===== src/include/amsc_pkg.sv =====
// package for the converter mode and shutdown control block
// assumes one master clock; modulator ticks come from an enable divider
//
// How it works
// - state field 11 convert, 10 standby, 0x shutdown
// - field is a wish; real state follows start-up
// - power-on reset leaves shutdown, field 00
// - conversion from shutdown waits 256 modulator periods
// - track real state and counter to shorten transitions
// - single channel rewrite 11 restarts running conversion
// - scan write 11 launches cycle, reads 11
// - scan rewrite 11 restarts sequence from step one
// - restart during gap shutdown adds full settling
// - result holds only complete, latest conversions
// - every end of conversion in convert state, not hit by a restart, flags three data-ready outputs
// - result survives transitions; cleared only by power-on reset and the full reset command
// - in conversion, restarts happen immediately
// - standby stops and resets converter, ready instantly
// - shutdown is immediate; later conversion fully settles
// - config byte 00 or code 1101 enters full shutdown
// - full shutdown disables supply monitoring
// - full shutdown keeps commands, result and settings
// - sequencer gap 00 never means full shutdown
// - full shutdown resets timers; state commands exit it
// - xx000000 with xx nonzero is partial shutdown
// - entering shutdown reloads counter to 256 at once
// - serial wake-ups from shutdown wait two clocks before counting; internal ones none

package amsc_pkg;

    // state request field encodings
    localparam logic [1:0] MODE_CONV = 2'h3;
    localparam logic [1:0] MODE_STBY = 2'h2;
    localparam logic [1:0] MODE_SHDN = 2'h0;
    localparam int MODE_LSB = 0;
    localparam int MODE_MSB = 1;

    // primary configuration byte layout and reset value
    localparam logic [7:0] CFG_RESET = 8'h00;
    localparam logic [7:0] CFG_FULL_SHDN = 8'h00;
    localparam logic [5:0] CFG_LOW_ZERO = 6'h00;
    localparam logic [1:0] CFG_TOP_ZERO = 2'h0;

    // fast command codes; only full shutdown is fixed, others plain defaults
    localparam logic [3:0] FC_CONV = 4'ha;
    localparam logic [3:0] FC_STBY = 4'hb;
    localparam logic [3:0] FC_SHDN = 4'hc;
    localparam logic [3:0] FC_FULL_SHDN = 4'hd;
    localparam logic [3:0] FC_FULL_RESET = 4'he;

    // start-up timing
    localparam int SETUP_PERIODS = 256;   // modulator periods of settling
    localparam int SYNC_CLOCKS = 2;       // master clocks after a serial write
    localparam int CNT_W = 9;
    localparam logic [CNT_W-1:0] SETUP_LOAD = CNT_W'(SETUP_PERIODS);
    localparam logic [1:0] SYNC_LOAD = 2'(SYNC_CLOCKS);

    // result width
    localparam int RES_W = 24;
    localparam logic [RES_W-1:0] RES_RESET = 24'h000000;

    // converter state, one-hot
    typedef enum logic [3:0] {
        ST_SHDN   = 4'h1,
        ST_SETTLE = 4'h2,
        ST_STBY   = 4'h4,
        ST_CONV   = 4'h8
    } amsc_state_t;

endpackage : amsc_pkg


===== src/include/amsc_timer_if.sv =====
// signals between the control core and its start-up timer
// assumes both ends run on the master clock
`timescale 1ns/1ps
`default_nettype none

interface amsc_timer_if;
    logic reload;       // hold counter at full settling value
    logic halt;         // reload every timer to its start (full shutdown)
    logic serial_kick;  // transition from a serial command
    logic done;         // counter reached zero
    logic [amsc_pkg::CNT_W-1:0] count;

    modport core (output reload, output halt, output serial_kick, input done, input count);
    modport timer (input reload, input halt, input serial_kick, output done, output count);
endinterface : amsc_timer_if

`default_nettype wire


===== src/amsc_startup_timer.sv =====
// start-up timer: counts settling periods down to zero on modulator ticks
// assumes mod_tick is a one-cycle enable on the master clock
`timescale 1ns/1ps
`default_nettype none

module amsc_startup_timer (
    input wire logic clock,
    input wire logic rst_b,
    input wire logic mod_tick,
    amsc_timer_if.timer tif
);

    logic [amsc_pkg::CNT_W-1:0] cnt_q;  // remaining modulator periods
    logic [amsc_pkg::CNT_W-1:0] cnt_d;
    logic [1:0] sync_q;                 // serial synchronisation wait
    logic [1:0] sync_d;
    logic run;                          // decrement allowed this cycle

    // no decrement while the serial wait runs or is being loaded; internal kicks have none
    assign run = mod_tick && (sync_q == 2'h0) && !tif.halt && !tif.serial_kick
                 && (cnt_q != {amsc_pkg::CNT_W{1'b0}});

    // reload wins, so shutdown always restores the full interval
    assign cnt_d = (tif.reload || tif.halt) ? amsc_pkg::SETUP_LOAD
                 : run ? cnt_q - amsc_pkg::CNT_W'(1)
                 : cnt_q;

    // a rewrite restarts only the wait, never the count itself
    // a kick that wakes from full shutdown still gets its wait
    assign sync_d = tif.serial_kick ? amsc_pkg::SYNC_LOAD
                  : tif.halt ? 2'h0
                  : (sync_q != 2'h0) ? sync_q - 2'h1
                  : sync_q;

    //////////////////////////////////////////////////////////////////////
    // counter registers
    always_ff @(posedge clock or negedge rst_b) begin
        if (!rst_b) begin
            cnt_q <= amsc_pkg::SETUP_LOAD;
            sync_q <= 2'h0;
        end else begin
            cnt_q <= cnt_d;
            sync_q <= sync_d;
        end
    end

    assign tif.done = (cnt_q == {amsc_pkg::CNT_W{1'b0}});
    assign tif.count = cnt_d;   // next count, so a registered copy lines up with cnt_q

endmodule : amsc_startup_timer

`default_nettype wire


===== src/amsc_top.sv =====
// converter mode and shutdown control: state request field, fast commands,
// start-up settling, restarts, result holding and low-power shutdown
// assumes command strobes and converter handshakes come from master-clock logic
`timescale 1ns/1ps
`default_nettype none

module amsc_top #(
    parameter int MOD_DIV = 4   // master clocks per modulator period
) (
    input wire logic clock,
    input wire logic rst_b,                 // power-on reset
    // serial command side
    input wire logic cfg_wr_valid,          // primary config byte write
    input wire logic [7:0] cfg_wr_data,
    input wire logic fast_cmd_valid,
    input wire logic [3:0] fast_cmd_code,
    input wire logic start_pulse_enable,
    input wire logic single_channel_mode,   // low selects scan sequencer
    // sequencer side
    input wire logic seq_gap_shutdown,      // sequencer forces 00 between cycles
    input wire logic seq_cycle_end,         // scan finished, no further cycle
    // converter side
    input wire logic conv_done,             // conversion completed
    input wire logic [amsc_pkg::RES_W-1:0] conv_data,
    // outputs
    output logic [7:0] primary_config_byte_q,
    output logic [1:0] mode_readback_q,
    output logic [3:0] adc_state_q,
    output logic converting_q,
    output logic converter_reset_q,
    output logic analog_on_q,
    output logic full_shutdown_q,
    output logic partial_shutdown_q,
    output logic supply_monitor_en_q,
    output logic conv_restart_q,
    output logic seq_restart_q,
    output logic start_pulse_q,
    output logic [2:0] data_ready_q,
    output logic [amsc_pkg::RES_W-1:0] conversion_result_q,
    output logic [amsc_pkg::CNT_W-1:0] startup_count_q
);

    //////////////////////////////////////////////////////////////////////
    // modulator clock divider

    localparam int DIV_W = (MOD_DIV > 1) ? $clog2(MOD_DIV) : 1;
    localparam logic [DIV_W-1:0] DIV_LAST = DIV_W'(MOD_DIV - 1);

    logic [DIV_W-1:0] div_q;   // position inside one modulator period
    logic mod_tick;            // one master clock per modulator period

    assign mod_tick = (div_q == DIV_LAST);

    // free running; keeps no phase through full shutdown on purpose
    always_ff @(posedge clock or negedge rst_b) begin
        if (!rst_b) begin
            div_q <= '0;
        end else if (full_shutdown_q || mod_tick) begin
            div_q <= '0;   // timers stop and restart from zero
        end else begin
            div_q <= div_q + DIV_W'(1);
        end
    end

    //////////////////////////////////////////////////////////////////////
    // command decode

    wire fc_conv = fast_cmd_valid && (fast_cmd_code == amsc_pkg::FC_CONV);
    wire fc_stby = fast_cmd_valid && (fast_cmd_code == amsc_pkg::FC_STBY);
    wire fc_shdn = fast_cmd_valid && (fast_cmd_code == amsc_pkg::FC_SHDN);
    wire fc_full = fast_cmd_valid && (fast_cmd_code == amsc_pkg::FC_FULL_SHDN);
    wire fc_reset = fast_cmd_valid && (fast_cmd_code == amsc_pkg::FC_FULL_RESET);
    wire fc_state = fc_conv || fc_stby || fc_shdn;   // state-changing fast command

    // fast state commands act as field writes of the matching value
    wire [1:0] fc_mode = fc_conv ? amsc_pkg::MODE_CONV
                       : fc_stby ? amsc_pkg::MODE_STBY
                       : amsc_pkg::MODE_SHDN;
    wire mode_write = (cfg_wr_valid || fc_state) && !fc_reset;
    wire [1:0] new_mode = fc_state ? fc_mode
                        : cfg_wr_data[amsc_pkg::MODE_MSB:amsc_pkg::MODE_LSB];
    wire write_conv = mode_write && (new_mode == amsc_pkg::MODE_CONV);

    // full shutdown only from a host write of 00 or the full shutdown command, never the sequencer gap
    wire enter_full = (cfg_wr_valid && (cfg_wr_data == amsc_pkg::CFG_FULL_SHDN))
                      || fc_full;
    wire leave_full = fc_state || fc_reset
                      || (cfg_wr_valid && (cfg_wr_data != amsc_pkg::CFG_FULL_SHDN));

    //////////////////////////////////////////////////////////////////////
    // configuration byte and full shutdown flag

    logic [7:0] cfg_d;
    logic full_d;

    // settings change only on writes, fast state commands and the full reset command; full shutdown leaves them alone
    always_comb begin
        cfg_d = primary_config_byte_q;
        if (fc_reset) begin
            cfg_d = amsc_pkg::CFG_RESET;
        end else if (cfg_wr_valid) begin
            cfg_d = cfg_wr_data;
        end else if (fc_state) begin
            cfg_d[amsc_pkg::MODE_MSB:amsc_pkg::MODE_LSB] = fc_mode;
        end
    end

    // entry wins when a write lands in the same cycle as an exit
    assign full_d = enter_full ? 1'b1 : leave_full ? 1'b0 : full_shutdown_q;

    // partial shutdown: low six bits clear, top two not both clear
    wire partial_d = (cfg_d[5:0] == amsc_pkg::CFG_LOW_ZERO)
                     && (cfg_d[7:6] != amsc_pkg::CFG_TOP_ZERO);

    always_ff @(posedge clock or negedge rst_b) begin
        if (!rst_b) begin
            primary_config_byte_q <= amsc_pkg::CFG_RESET;
            full_shutdown_q <= 1'b0;
            partial_shutdown_q <= 1'b0;
            supply_monitor_en_q <= 1'b1;
        end else begin
            primary_config_byte_q <= cfg_d;
            full_shutdown_q <= full_d;
            partial_shutdown_q <= partial_d && !full_d;
            supply_monitor_en_q <= !full_d;
        end
    end

    //////////////////////////////////////////////////////////////////////
    // scan tracking

    logic scan_active_q;   // a scan cycle is under way
    logic gap_ignore_q;    // restart overrides the current gap
    wire gap_eff = scan_active_q && seq_gap_shutdown && !gap_ignore_q;
    logic gap_prev_q;      // previous gap level, for the internal wake-up

    // the sequencer's own wake-up starts the count with no sync wait
    wire gap_end = gap_prev_q && !gap_eff;

    // scan launch and restart both come from a write of 11 in scan mode
    wire scan_go = write_conv && !single_channel_mode;

    always_ff @(posedge clock or negedge rst_b) begin
        if (!rst_b) begin
            scan_active_q <= 1'b0;
            gap_ignore_q <= 1'b0;
            gap_prev_q <= 1'b0;
        end else begin
            gap_prev_q <= gap_eff;
            if (scan_go) begin
                scan_active_q <= 1'b1;
            end else if (mode_write || fc_reset || seq_cycle_end || single_channel_mode) begin
                scan_active_q <= 1'b0;
            end
            // restart in a gap leaves the timer at full load: full settle
            if (scan_go && seq_gap_shutdown) begin
                gap_ignore_q <= 1'b1;
            end else if (!seq_gap_shutdown) begin
                gap_ignore_q <= 1'b0;
            end
        end
    end

    //////////////////////////////////////////////////////////////////////
    // requested mode and start-up timer

    // decoded from the byte being taken, so shutdown lands at the taking edge
    wire [1:0] field = cfg_d[amsc_pkg::MODE_MSB:amsc_pkg::MODE_LSB];
    wire [1:0] req_mode = gap_eff ? amsc_pkg::MODE_SHDN : field;
    wire shut_req = full_d || !req_mode[amsc_pkg::MODE_MSB];

    amsc_timer_if tif ();

    assign tif.reload = shut_req;
    assign tif.halt = full_shutdown_q;
    // every write of 1x re-runs the sync wait, never the count
    assign tif.serial_kick = mode_write && new_mode[amsc_pkg::MODE_MSB];

    amsc_startup_timer u_timer (
        .clock(clock),
        .rst_b(rst_b),
        .mod_tick(mod_tick),
        .tif(tif)
    );

    //////////////////////////////////////////////////////////////////////
    // converter state machine

    amsc_pkg::amsc_state_t state_q;
    amsc_pkg::amsc_state_t state_d;

    // shutdown at once; otherwise settle until the counter is spent
    always_comb begin
        state_d = state_q;
        priority case (1'b1)
            shut_req: begin
                state_d = amsc_pkg::ST_SHDN;
            end
            !tif.done: begin
                state_d = amsc_pkg::ST_SETTLE;
            end
            (req_mode == amsc_pkg::MODE_CONV): begin
                state_d = amsc_pkg::ST_CONV;
            end
            default: begin
                state_d = amsc_pkg::ST_STBY;
            end
        endcase
    end

    // a single channel restart needs conversion already reached, else it is a plain start
    wire in_conv = (state_q == amsc_pkg::ST_CONV);
    wire conv_rst = write_conv && in_conv && single_channel_mode;
    wire seq_rst = scan_go;
    wire conv_entry = (state_d == amsc_pkg::ST_CONV) && !in_conv;
    wire start_ev = conv_entry || (in_conv && (conv_rst || seq_rst));

    // completion only counts while converting and not being restarted
    wire result_take = conv_done && in_conv && !conv_rst && !seq_rst;

    always_ff @(posedge clock or negedge rst_b) begin
        if (!rst_b) begin
            state_q <= amsc_pkg::ST_SHDN;
        end else begin
            state_q <= state_d;
        end
    end

    //////////////////////////////////////////////////////////////////////
    // status and strobe outputs

    always_ff @(posedge clock or negedge rst_b) begin
        if (!rst_b) begin
            adc_state_q <= amsc_pkg::ST_SHDN;
            converting_q <= 1'b0;
            converter_reset_q <= 1'b1;
            analog_on_q <= 1'b0;
            mode_readback_q <= amsc_pkg::MODE_SHDN;
            conv_restart_q <= 1'b0;
            seq_restart_q <= 1'b0;
            start_pulse_q <= 1'b0;
            data_ready_q <= 3'h0;
            startup_count_q <= amsc_pkg::SETUP_LOAD;
        end else begin
            adc_state_q <= state_d;
            converting_q <= (state_d == amsc_pkg::ST_CONV);
            converter_reset_q <= (state_d != amsc_pkg::ST_CONV);
            analog_on_q <= (state_d != amsc_pkg::ST_SHDN);
            // scan reads 11 across the whole cycle, gaps included
            mode_readback_q <= (scan_active_q || scan_go) && !mode_write
                               ? amsc_pkg::MODE_CONV
                               : cfg_d[amsc_pkg::MODE_MSB:amsc_pkg::MODE_LSB];
            conv_restart_q <= conv_rst;
            seq_restart_q <= seq_rst;
            start_pulse_q <= start_pulse_enable && start_ev;
            data_ready_q <= {3{result_take}};
            startup_count_q <= tif.count;
        end
    end

    //////////////////////////////////////////////////////////////////////
    // conversion result: kept through every transition and full shutdown

    always_ff @(posedge clock or negedge rst_b) begin
        if (!rst_b) begin
            conversion_result_q <= amsc_pkg::RES_RESET;
        end else if (fc_reset) begin
            conversion_result_q <= amsc_pkg::RES_RESET;
        end else if (result_take) begin
            conversion_result_q <= conv_data;
        end
    end

endmodule : amsc_top

`default_nettype wire


===== config.mk =====
export PLATFORM = sky130hd
export DESIGN_NAME = amsc_top
export DESIGN_NICKNAME = d
export VERILOG_FILES = /design/src/include/amsc_pkg.sv /design/src/include/amsc_timer_if.sv /design/src/amsc_startup_timer.sv /design/src/amsc_top.sv
export SDC_FILE = /design/constraint.sdc
export NUM_CORES = 1
export LEC_CHECK = 0
export ABC_CLOCK_PERIOD_IN_PS = 2800
export BUFFER_PORTS_ARGS = -buffer_cell sky130_fd_sc_hd__clkbuf_2
export CAP_MARGIN = 20
export CORE_MARGIN = 3
export CORE_UTILIZATION = 49
export DETAILED_ROUTE_END_ITERATION = 10
export PLACE_DENSITY = 0.81
export SLEW_MARGIN = 20
export SYNTH_ARGS = -nofsm -noshare
export SYNTH_HDL_FRONTEND = slang
export SYNTH_SLANG_ARGS = --single-unit

===== constraint.sdc =====
create_clock -name clock -period 2.8 [get_ports clock]
set_input_delay 0.84 -clock clock [delete_from_list [all_inputs] [get_ports clock]]
set_output_delay 0.84 -clock clock [all_outputs]
set_load 0.02 [all_outputs]

==> results of run 1 <==
[worst max-delay path: cells and delay by family]
kind                   cells  cell delay (ns)
AO/OA/AOI/OAI              3             0.76
buffers and inverters      1             0.13
AND/OR/NAND/NOR            2             0.80
[power by group through the flow]
stage	logic (mW)	clock network, mW	registers [mW]
6_report	0.459	0.761	1.04
3_5_place_dp	0.460	0	1.05
4_1_cts	0.461	0.773	1.04
5_1_grt	0.505	0.825	1.04
3_3_place_gp	0.441	0	1.05
2_1_floorplan	0.246	0	1.09
[layout make-up]
cell class,instances,share of cell area (%)
tap,70,2.43
multi-input combinational,155,30.6
timing repair buffer,113,16.7
inverter,10,1.04
clock buffer,10,3.54
sequential,63,43.9
clock inverter,6,1.70
[cell usage after synthesis (2+ instances only)]
| cell | instances | area, um2 |
|---|---|---|
| clkbuf_1 | 2 | 7.51 |
| mux2i_1 | 8 | 80.1 |
| nand3b_1 | 3 | 22.5 |
| nand3_1 | 4 | 20.0 |
| buf_4 | 4 | 30.0 |
| o31ai_1 | 3 | 22.5 |
| o21ai_0 | 4 | 20.0 |
| or3_1 | 5 | 31.3 |
| inv_1 | 10 | 37.5 |
| buf_6 | 2 | 22.5 |
| a21o_1 | 2 | 15.0 |
| nor2_1 | 18 | 67.6 |
| nand2b_1 | 2 | 12.5 |
| ha_1 | 3 | 37.5 |
| dfrtp_1 | 59 | 1480 |
| a21oi_1 | 12 | 60.1 |
| or4_1 | 4 | 30.0 |
| nand2_1 | 11 | 41.3 |
| nor4_1 | 5 | 31.3 |
| a211o_1 | 2 | 17.5 |
| buf_2 | 6 | 30.0 |
| a211oi_2 | 3 | 37.5 |
| or4_4 | 2 | 22.5 |
| a22o_1 | 24 | 210 |
| and2_1 | 3 | 18.8 |
| nor3_1 | 9 | 45.0 |
| dfstp_2 | 4 | 105 |
[cells by family after synthesis]
family                   after synthesis  share of synthesized area [%]
flip-flops                            63                           56.2
buffers and inverters                 24                           4.54
AND/OR/NAND/NOR                       80                           16.5
XOR/XNOR                               1                          0.311
multiplexers                           8                           2.85
adder cells (fa/ha/maj)                3                           1.33
AO/OA/AOI/OAI                         63                           18.2
[registers in the layout (all words and copies together), names as in the netlist, 2 cells and up]
register / cells
conversion_result_q: 24
adc_state_q: 4
primary_config_byte_q: 8
u_timer.cnt_q: 9
u_timer.sync_q: 2
div_q: 2
mode_readback_q: 2
[stage by stage]
stage               area (um2)  util (%)  worst slack (ns)
floorplan                 2810         -             0.449
global placement          3410      64.0             0.217
detailed placement        3410      64.0             0.196
CTS                       3600      67.5             0.535
global route              3600      67.5             0.424
finish                    3600      67.5             0.517
[worst min-delay path by stage]
stage                                    end  depth (start not counted)  slack [ns]      from
finish                              div_q[0]                          1        0.43  div_q[0]
global route        primary_config_byte_q[1]                          1        0.46     rst_b
CTS                                 div_q[0]                          1        0.44  div_q[0]
detailed placement                  div_q[0]                          1        0.43  div_q[0]
global placement                    div_q[0]                          1        0.42  div_q[0]
floorplan                           div_q[0]                          1        0.41  div_q[0]
[per-layer routing]
layer / up-vias / track usage, % / share of wire (%)
met2: 74 / 33.0 / 48
met1: 1157 / 29.3 / 45
met4: 0 / 8.14 / 0.94
met3: 8 / 5.26 / 6.0
met5: - / 0 / 0
li1: 1121 / - / -
==> metrics, run 1 <==
CP Cell Sequence clkbuf_2, nand2_1, a41oi_1, a211o_1, or4_1, a211oi_2; core footprint 0.00534 mm2; Peak VDD IR 0.000321 V; worst path required time 3.04 ns; Worst R2R End u_timer.cnt_q[5]; Leakage Power 1.89 nW; first-pass GRT wire length 10800 um; Final Cycle Share 81.5%; Yosys reg bits 63; nets 400; CTS sink cnt 63; crit path time final 2.28 ns; Clock Skew 0.00823 ns; average size of a mapped cell 11.6 um2; CTS tree done; GRT Util Overall 21.4%; share of cells above drive strength 1 40.6%; H-tree depth 3; hold violation total from the final report 0; Critical Path Start Type input port; insertion delay to the later sink of the worst-skew pair 0.33 ns; unrepaired setup endpoints after global routing false; Max Root-Sink Buffers 2; Crit Path Category input port to flop; cts hold-fix bufs 0; slowest cell on the critical path or4_1; Int Pwr 1.58 mW; Synth warnings 0; final wirelength 6790 um; Switching Power 0.678 mW; multi-input logic area 0.00110 mm2; io pins 104; residual DRC count 0; Rel. slew slack 56.2%; vias 2360; leading cell type in the layout, fill and taps excluded clkbuf_2; Reg2Reg Depth 7; HPWL Detailed 5150 um; final setup violation count 0; synthesis-to-finish area growth 28.1%; gpl congestion 0.826; max-slew violations 0; crit end category flop; WHS 0.431 ns; slew at the pin closest to its max-slew limit 0.648 ns; Clock power frac 33.7%; Pre-antenna DRT Iters 4; EDFF count, synth 0; worst hold-check path type flop to flop; FF/Latch Area 0.00158 mm2; most frequent cells in the layout clkbuf_2 (103), dfrtp_1 (59), a22o_1 (24); FMAX 438 MHz; grt ovf 0; Fill cells 444; FP Rows 26; chip width 81.8 um; postcts setup bufs 0; post-route non-filler standard cell count 427; number of global-route vias before repair 2269; initial antenna violation count 0; CP Data Arrival Time 2.53 ns; Resize count post-CTS 0; total negative setup slack 0 ns; switching part of the total power 30.1%; Reg clk slew, reported paths 0.07 ns; Syn Nets 290; Antenna Diode Count 0; Netlist cell types 55; CP endpoint u_timer.cnt_q[1]; initial drt markers 69; routed len/inst 15.9 um; Cell Pwr Density 626 mW/mm2; Overall Power 2.26 mW; Comb pwr share 20.3%; register area share after synthesis 56.2%; crit path from fast_cmd_code[0]; CTS root buf clkbuf_8; antenna-violating nets left 0; fraction of registers with async set/reset 100%; start of the worst register-to-register path u_timer.sync_q[0]; Post-Syn Area 0.00281 mm2; Num CTS Buffers 9; max_cap viols 0; predominant post-synthesis flop cell dfrtp_1; largest net degree at the start of global routing 27; placed cells 411; Initial Util 52.7%; DR vias/cell 5.53; FF-to-FF setup slack 0.56 ns; Port Buf Inserts 103; status finished clean; die height 81.8 um; CP max stage delay 0.71 ns; Post-Syn Instances 242; Sequential Power Share 45.9%; die footprint 0.00669 mm2; worst-path fanout max 9
No activity file was read; power rests on OpenSTA's default activity.
==> run 2: changes to the inputs <==
--- a/config.mk
+++ b/config.mk
@@ -5,7 +5,7 @@
 export SDC_FILE = /design/constraint.sdc
 export NUM_CORES = 1
 export LEC_CHECK = 0
-export ABC_CLOCK_PERIOD_IN_PS = 2800
+export ABC_CLOCK_PERIOD_IN_PS = 2200
 export BUFFER_PORTS_ARGS = -buffer_cell sky130_fd_sc_hd__clkbuf_2
 export CAP_MARGIN = 20
 export CORE_MARGIN = 3
==> constraint.sdc (replaced) <==
create_clock -name clock -period 2.2 [get_ports clock]
set_input_delay 0.66 -clock clock [delete_from_list [all_inputs] [get_ports clock]]
set_output_delay 0.66 -clock clock [all_outputs]
set_load 0.02 [all_outputs]
==> metrics, run 2 (synthesis gave the netlist of run 1 again) <==
status finished clean; leading cell type in the layout, fill and taps excluded clkbuf_2; DR vias/cell 5.37; HPWL Detailed 5300 um; worst path required time 2.46 ns; first-pass GRT wire length 11300 um; biggest regs conversion_result_q: 24 flops, u_timer.cnt_q: 9 flops, primary_config_byte_q: 8 flops; FF/Latch Area 0.00158 mm2; Initial Util 52.7%; crit end category flop; Crit Path Category flop to flop; CTS tree done; Resize count post-CTS 0; met2 routed WL 3410 um; nets 427; final wirelength 6960 um; largest register by flop count conversion_result_q; Final Cycle Share 91.9%; H-tree depth 3; worst-path fanout max 4; antenna-violating nets left 0; worst hold-check path type input port to asynchronous set/reset pin; initial drt markers 101; cts hold-fix bufs 0; share of cells above drive strength 1 45.1%; Rel. slew slack 72.3%; io pins 104; Pre-antenna DRT Iters 4; Max Root-Sink Buffers 2; FP Rows 26; post-route setup slack 0.178 ns; max-slew violations 0; Reg clk slew, reported paths 0.07 ns; design area 0.00384 mm2; initial antenna violation count 0; Post-DP Area 0.00364 mm2; Leakage Power 2.03 nW; max_cap viols 0; wire length on met1 3040 um; FMAX 495 MHz; most frequent cells in the layout clkbuf_2 (103), dfrtp_1 (59), buf_4 (34); Port Buf Inserts 103; grt ovf 0; final setup violation count 0; die footprint 0.00669 mm2; Peak VDD IR 0.000507 V; DR top layer met4; largest net degree at the start of global routing 64; postcts setup bufs 0; residual DRC count 0; die height 81.8 um; Antenna Diode Count 0; gpl congestion 0.789; core footprint 0.00534 mm2; chip width 81.8 um; hold violation total from the final report 0; GRT Util Overall 22.3%; synthesis-to-finish area growth 36.5%; max reg flops 24; Critical Path Start Type flop; metal3 WL 400 um; insertion delay to the later sink of the worst-skew pair 0.34 ns; CP Data Arrival Time 2.28 ns; routed len/inst 15.3 um; CTS sink cnt 63; crit path time final 2.02 ns; Clock Skew 0.00777 ns; CTS root buf clkbuf_8; Num CTS Buffers 9; unrepaired setup endpoints after global routing false; multi-input logic area 0.00110 mm2; Fill cells 409; Cell Pwr Density 767 mW/mm2; number of global-route vias before repair 2415; DP Worst Slack -0.119 ns; vias 2438; slew at the pin closest to its max-slew limit 0.411 ns
## run 2: changes by cell type in the layout (fill, tap and decap cells not counted)
cell      change
buf_12        +2
buf_4        +25
clkinv_2      -1
clkbuf_1      -1
clkinv_4      +2
## run 2: final timing paths
| check | start | slack [ns] | endpoint | depth (start not counted) |
|---|---|---|---|---|
| setup / recovery | u_timer.cnt_q[1] | 0.18 | u_timer.cnt_q[6] | 7 |
| max in group asynchronous | rst_b | 1.56 | adc_state_q[0] | 2 |
| hold / removal | rst_b | 0.32 | u_timer.sync_q[1] | 2 |
| min in group clock | div_q[0] | 0.44 | div_q[0] | 1 |
| hold reg to reg | div_q[0] | 0.44 | div_q[0] | 1 |
| setup reg to reg | u_timer.cnt_q[1] | 0.18 | u_timer.cnt_q[6] | 7 |
## run 2: layout make-up
| class | instances | share of cell area [%] |
|---|---|---|
| Inverter | 10 | 0.978 |
| Timing Repair Buffer | 140 | 21.6 |
| Sequential cell | 63 | 41.2 |
| Clock buffer | 9 | 3.23 |
| Multi-Input combinational cell | 155 | 28.7 |
| Clock inverter | 7 | 1.92 |
| Tap cell | 70 | 2.28 |
## run 2: per-stage QoR
stage               power [mW]  hold slack, ns  std cells  utilization (%)  setup TNS [ns]
finish                    2.94           0.323        454             72.0               0
detailed placement        1.98           0.437        438             68.2           -2.44
CTS                       2.97           0.332        454             72.0               0
global placement          1.95           0.423        438             68.2           -1.12
floorplan                 1.71           0.364        242                -               0
global route              3.11           0.339        454             72.0               0
## run 2: worst max-delay path, stage by stage (launching register included)
cell,delay [ns]
dfrtp_1,0.41
inv_1,0.07
ha_1,0.16
nand2b_1,0.07
or4_1,0.38
or3_1,0.39
or3_1,0.31
a21oi_1,0.15
## run 2: routing by layer
layer  track usage (%)  vias to the layer above
li1                  -                     1179
met1              30.3                     1171
met2              34.8                       77
met3              4.17                       11
met4              10.3                        0
met5                 0                        -
## run 2: power by group
part	total [mW]	leakage, nW	switching (mW)	internal (mW)
combinational	0.646	1.10	0.359	0.287
clock	0.983	0.0992	0.459	0.524
sequential	1.31	0.832	0.0588	1.25
==> run 3: changes to the inputs <==
--- a/config.mk
+++ b/config.mk
@@ -11,7 +11,7 @@
 export CORE_MARGIN = 3
 export CORE_UTILIZATION = 49
 export DETAILED_ROUTE_END_ITERATION = 10
-export PLACE_DENSITY = 0.81
+export PLACE_DENSITY_LB_ADDON = 0.1
 export SLEW_MARGIN = 20
 export SYNTH_ARGS = -nofsm -noshare
 export SYNTH_HDL_FRONTEND = slang
==> metrics, run 3 (synthesis gave the netlist of run 1 again) <==
share of cells above drive strength 1 45.5%; io pins 104; slowest cell on the critical path dfrtp_1; first-pass GRT wire length 10700 um; max_cap viols 0; CTS tree done; HPWL Detailed 5130 um; final setup violation count 0; most frequent cells in the layout clkbuf_2 (103), dfrtp_1 (59), buf_4 (34); chip width 81.8 um; Critical Path Start Type flop; GRT Util Overall 21.5%; wire length on met1 3050 um; Crit Path Category flop to flop; gpl congestion 0.815; postcts setup bufs 0; Comb pwr share 21.0%; Int Pwr 2.22 mW; Pre-antenna DRT Iters 4; design area 0.00390 mm2; largest net degree at the start of global routing 64; final core utilization 73.1%; nets 428; metal3 WL 447 um; CP Data Arrival Time 2.29 ns; Final Cycle Share 92.3%; die height 81.8 um; Clock power frac 36.6%; DR vias/cell 5.40; residual DRC count 0; Initial Util 52.7%; met2 routed WL 3270 um; total negative setup slack 0 ns; Max Root-Sink Buffers 2; max-slew violations 0; number of global-route vias before repair 2234; Port Buf Inserts 103; Switching Power 0.879 mW; die footprint 0.00669 mm2; crit end category flop; FMAX 493 MHz; crit path time final 2.03 ns; Antenna Diode Count 0; Cell Pwr Density 795 mW/mm2; hold violation total from the final report 0; routed len/inst 15.1 um; CP max stage delay 0.41 ns; core footprint 0.00534 mm2; Fill cells 419; grt ovf 0; synthesis-to-finish area growth 38.6%; Reg clk slew, reported paths 0.07 ns; CTS root buf clkbuf_8; Rel. slew slack 66.3%; Clock Skew 0.00764 ns; worst-path fanout max 4; vias 2456; antenna-violating nets left 0; CTS sink cnt 63; leading cell type in the layout, fill and taps excluded clkbuf_2; max reg flops 24; initial antenna violation count 0; H-tree depth 3; Overall Power 3.10 mW; initial drt markers 62; Sequential Power Share 42.4%; Peak VDD IR 0.000514 V; final wirelength 6860 um; Post-DP Area 0.00366 mm2; slew at the pin closest to its max-slew limit 0.502 ns; DR top layer met4; insertion delay to the later sink of the worst-skew pair 0.33 ns; Resize count post-CTS 0; most frequent CP cell or3_1; worst path required time 2.46 ns; largest register by flop count conversion_result_q; status finished clean; biggest regs conversion_result_q: 24 flops, u_timer.cnt_q: 9 flops, primary_config_byte_q: 8 flops; CP Cell Sequence inv_1, ha_1, nand2b_1, or4_1, or3_1, or3_1, a21oi_1; Num CTS Buffers 9; Leakage Power 2.05 nW; cts hold-fix bufs 0; switching part of the total power 28.4%; worst hold-check path type input port to asynchronous set/reset pin; unrepaired setup endpoints after global routing false; FP Rows 26
## run 3: final timing paths
path | startpoint | slack (ns) | to | cells past startpoint
max | u_timer.cnt_q[0] | 0.17 | u_timer.cnt_q[6] | 7
min | rst_b | 0.33 | u_timer.cnt_q[6] | 2
max reg2reg | u_timer.cnt_q[0] | 0.17 | u_timer.cnt_q[6] | 7
min reg2reg | div_q[0] | 0.44 | div_q[0] | 1
max in group asynchronous | rst_b | 1.55 | converter_reset_q | 2
min in group clock | div_q[0] | 0.44 | div_q[0] | 1
## run 3: cell type report
| class | count | area [um2] | share of cell area, % |
|---|---|---|---|
| Multi-Input combinational cell | 155 | 1110 | 28.5 |
| Tap cell | 70 | 87.6 | 2.25 |
| Clock inverter | 6 | 92.6 | 2.38 |
| Clock buffer | 10 | 138 | 3.53 |
| Sequential cell | 63 | 1580 | 40.6 |
| Inverter | 10 | 37.5 | 0.963 |
| Timing Repair Buffer | 141 | 851 | 21.8 |
## run 3: layer usage
metal / GRT usage, % / vias to the layer above
met3: 5.04 / 8
li1: - / 1183
met1: 29.5 / 1176
met2: 32.2 / 89
met4: 10.1 / 0
met5: 0 / -
## run 3: per-stage QoR
step / setup slack (ns) / hold slack (ns) / instances
6_report: 0.170 / 0.325 / 455
5_1_grt: 0.0147 / 0.346 / 455
4_1_cts: 0.174 / 0.335 / 455
3_5_place_dp: -0.132 / 0.432 / 439
3_3_place_gp: -0.108 / 0.423 / 439
2_1_floorplan: 0.0293 / 0.364 / 242
## run 3: worst max-delay path, delay by kind of cell (launching register included)
kind / cells / cell delay [ns]
AND/OR/NAND/NOR: 4 / 1.15
AO/OA/AOI/OAI: 1 / 0.14
flip-flops: 1 / 0.41
buffers and inverters: 1 / 0.09
adder cells (fa/ha/maj): 1 / 0.18
## run 3: power groups by stage
| stage | clock network (mW) | registers, mW | logic [mW] |
|---|---|---|---|
| after CTS | 1.16 | 1.31 | 0.653 |
| final | 1.14 | 1.31 | 0.650 |
| after detailed placement | 0 | 1.33 | 0.649 |
| after floorplan | 0 | 1.39 | 0.313 |
| after global routing | 1.22 | 1.32 | 0.723 |
| after global placement | 0 | 1.33 | 0.632 |
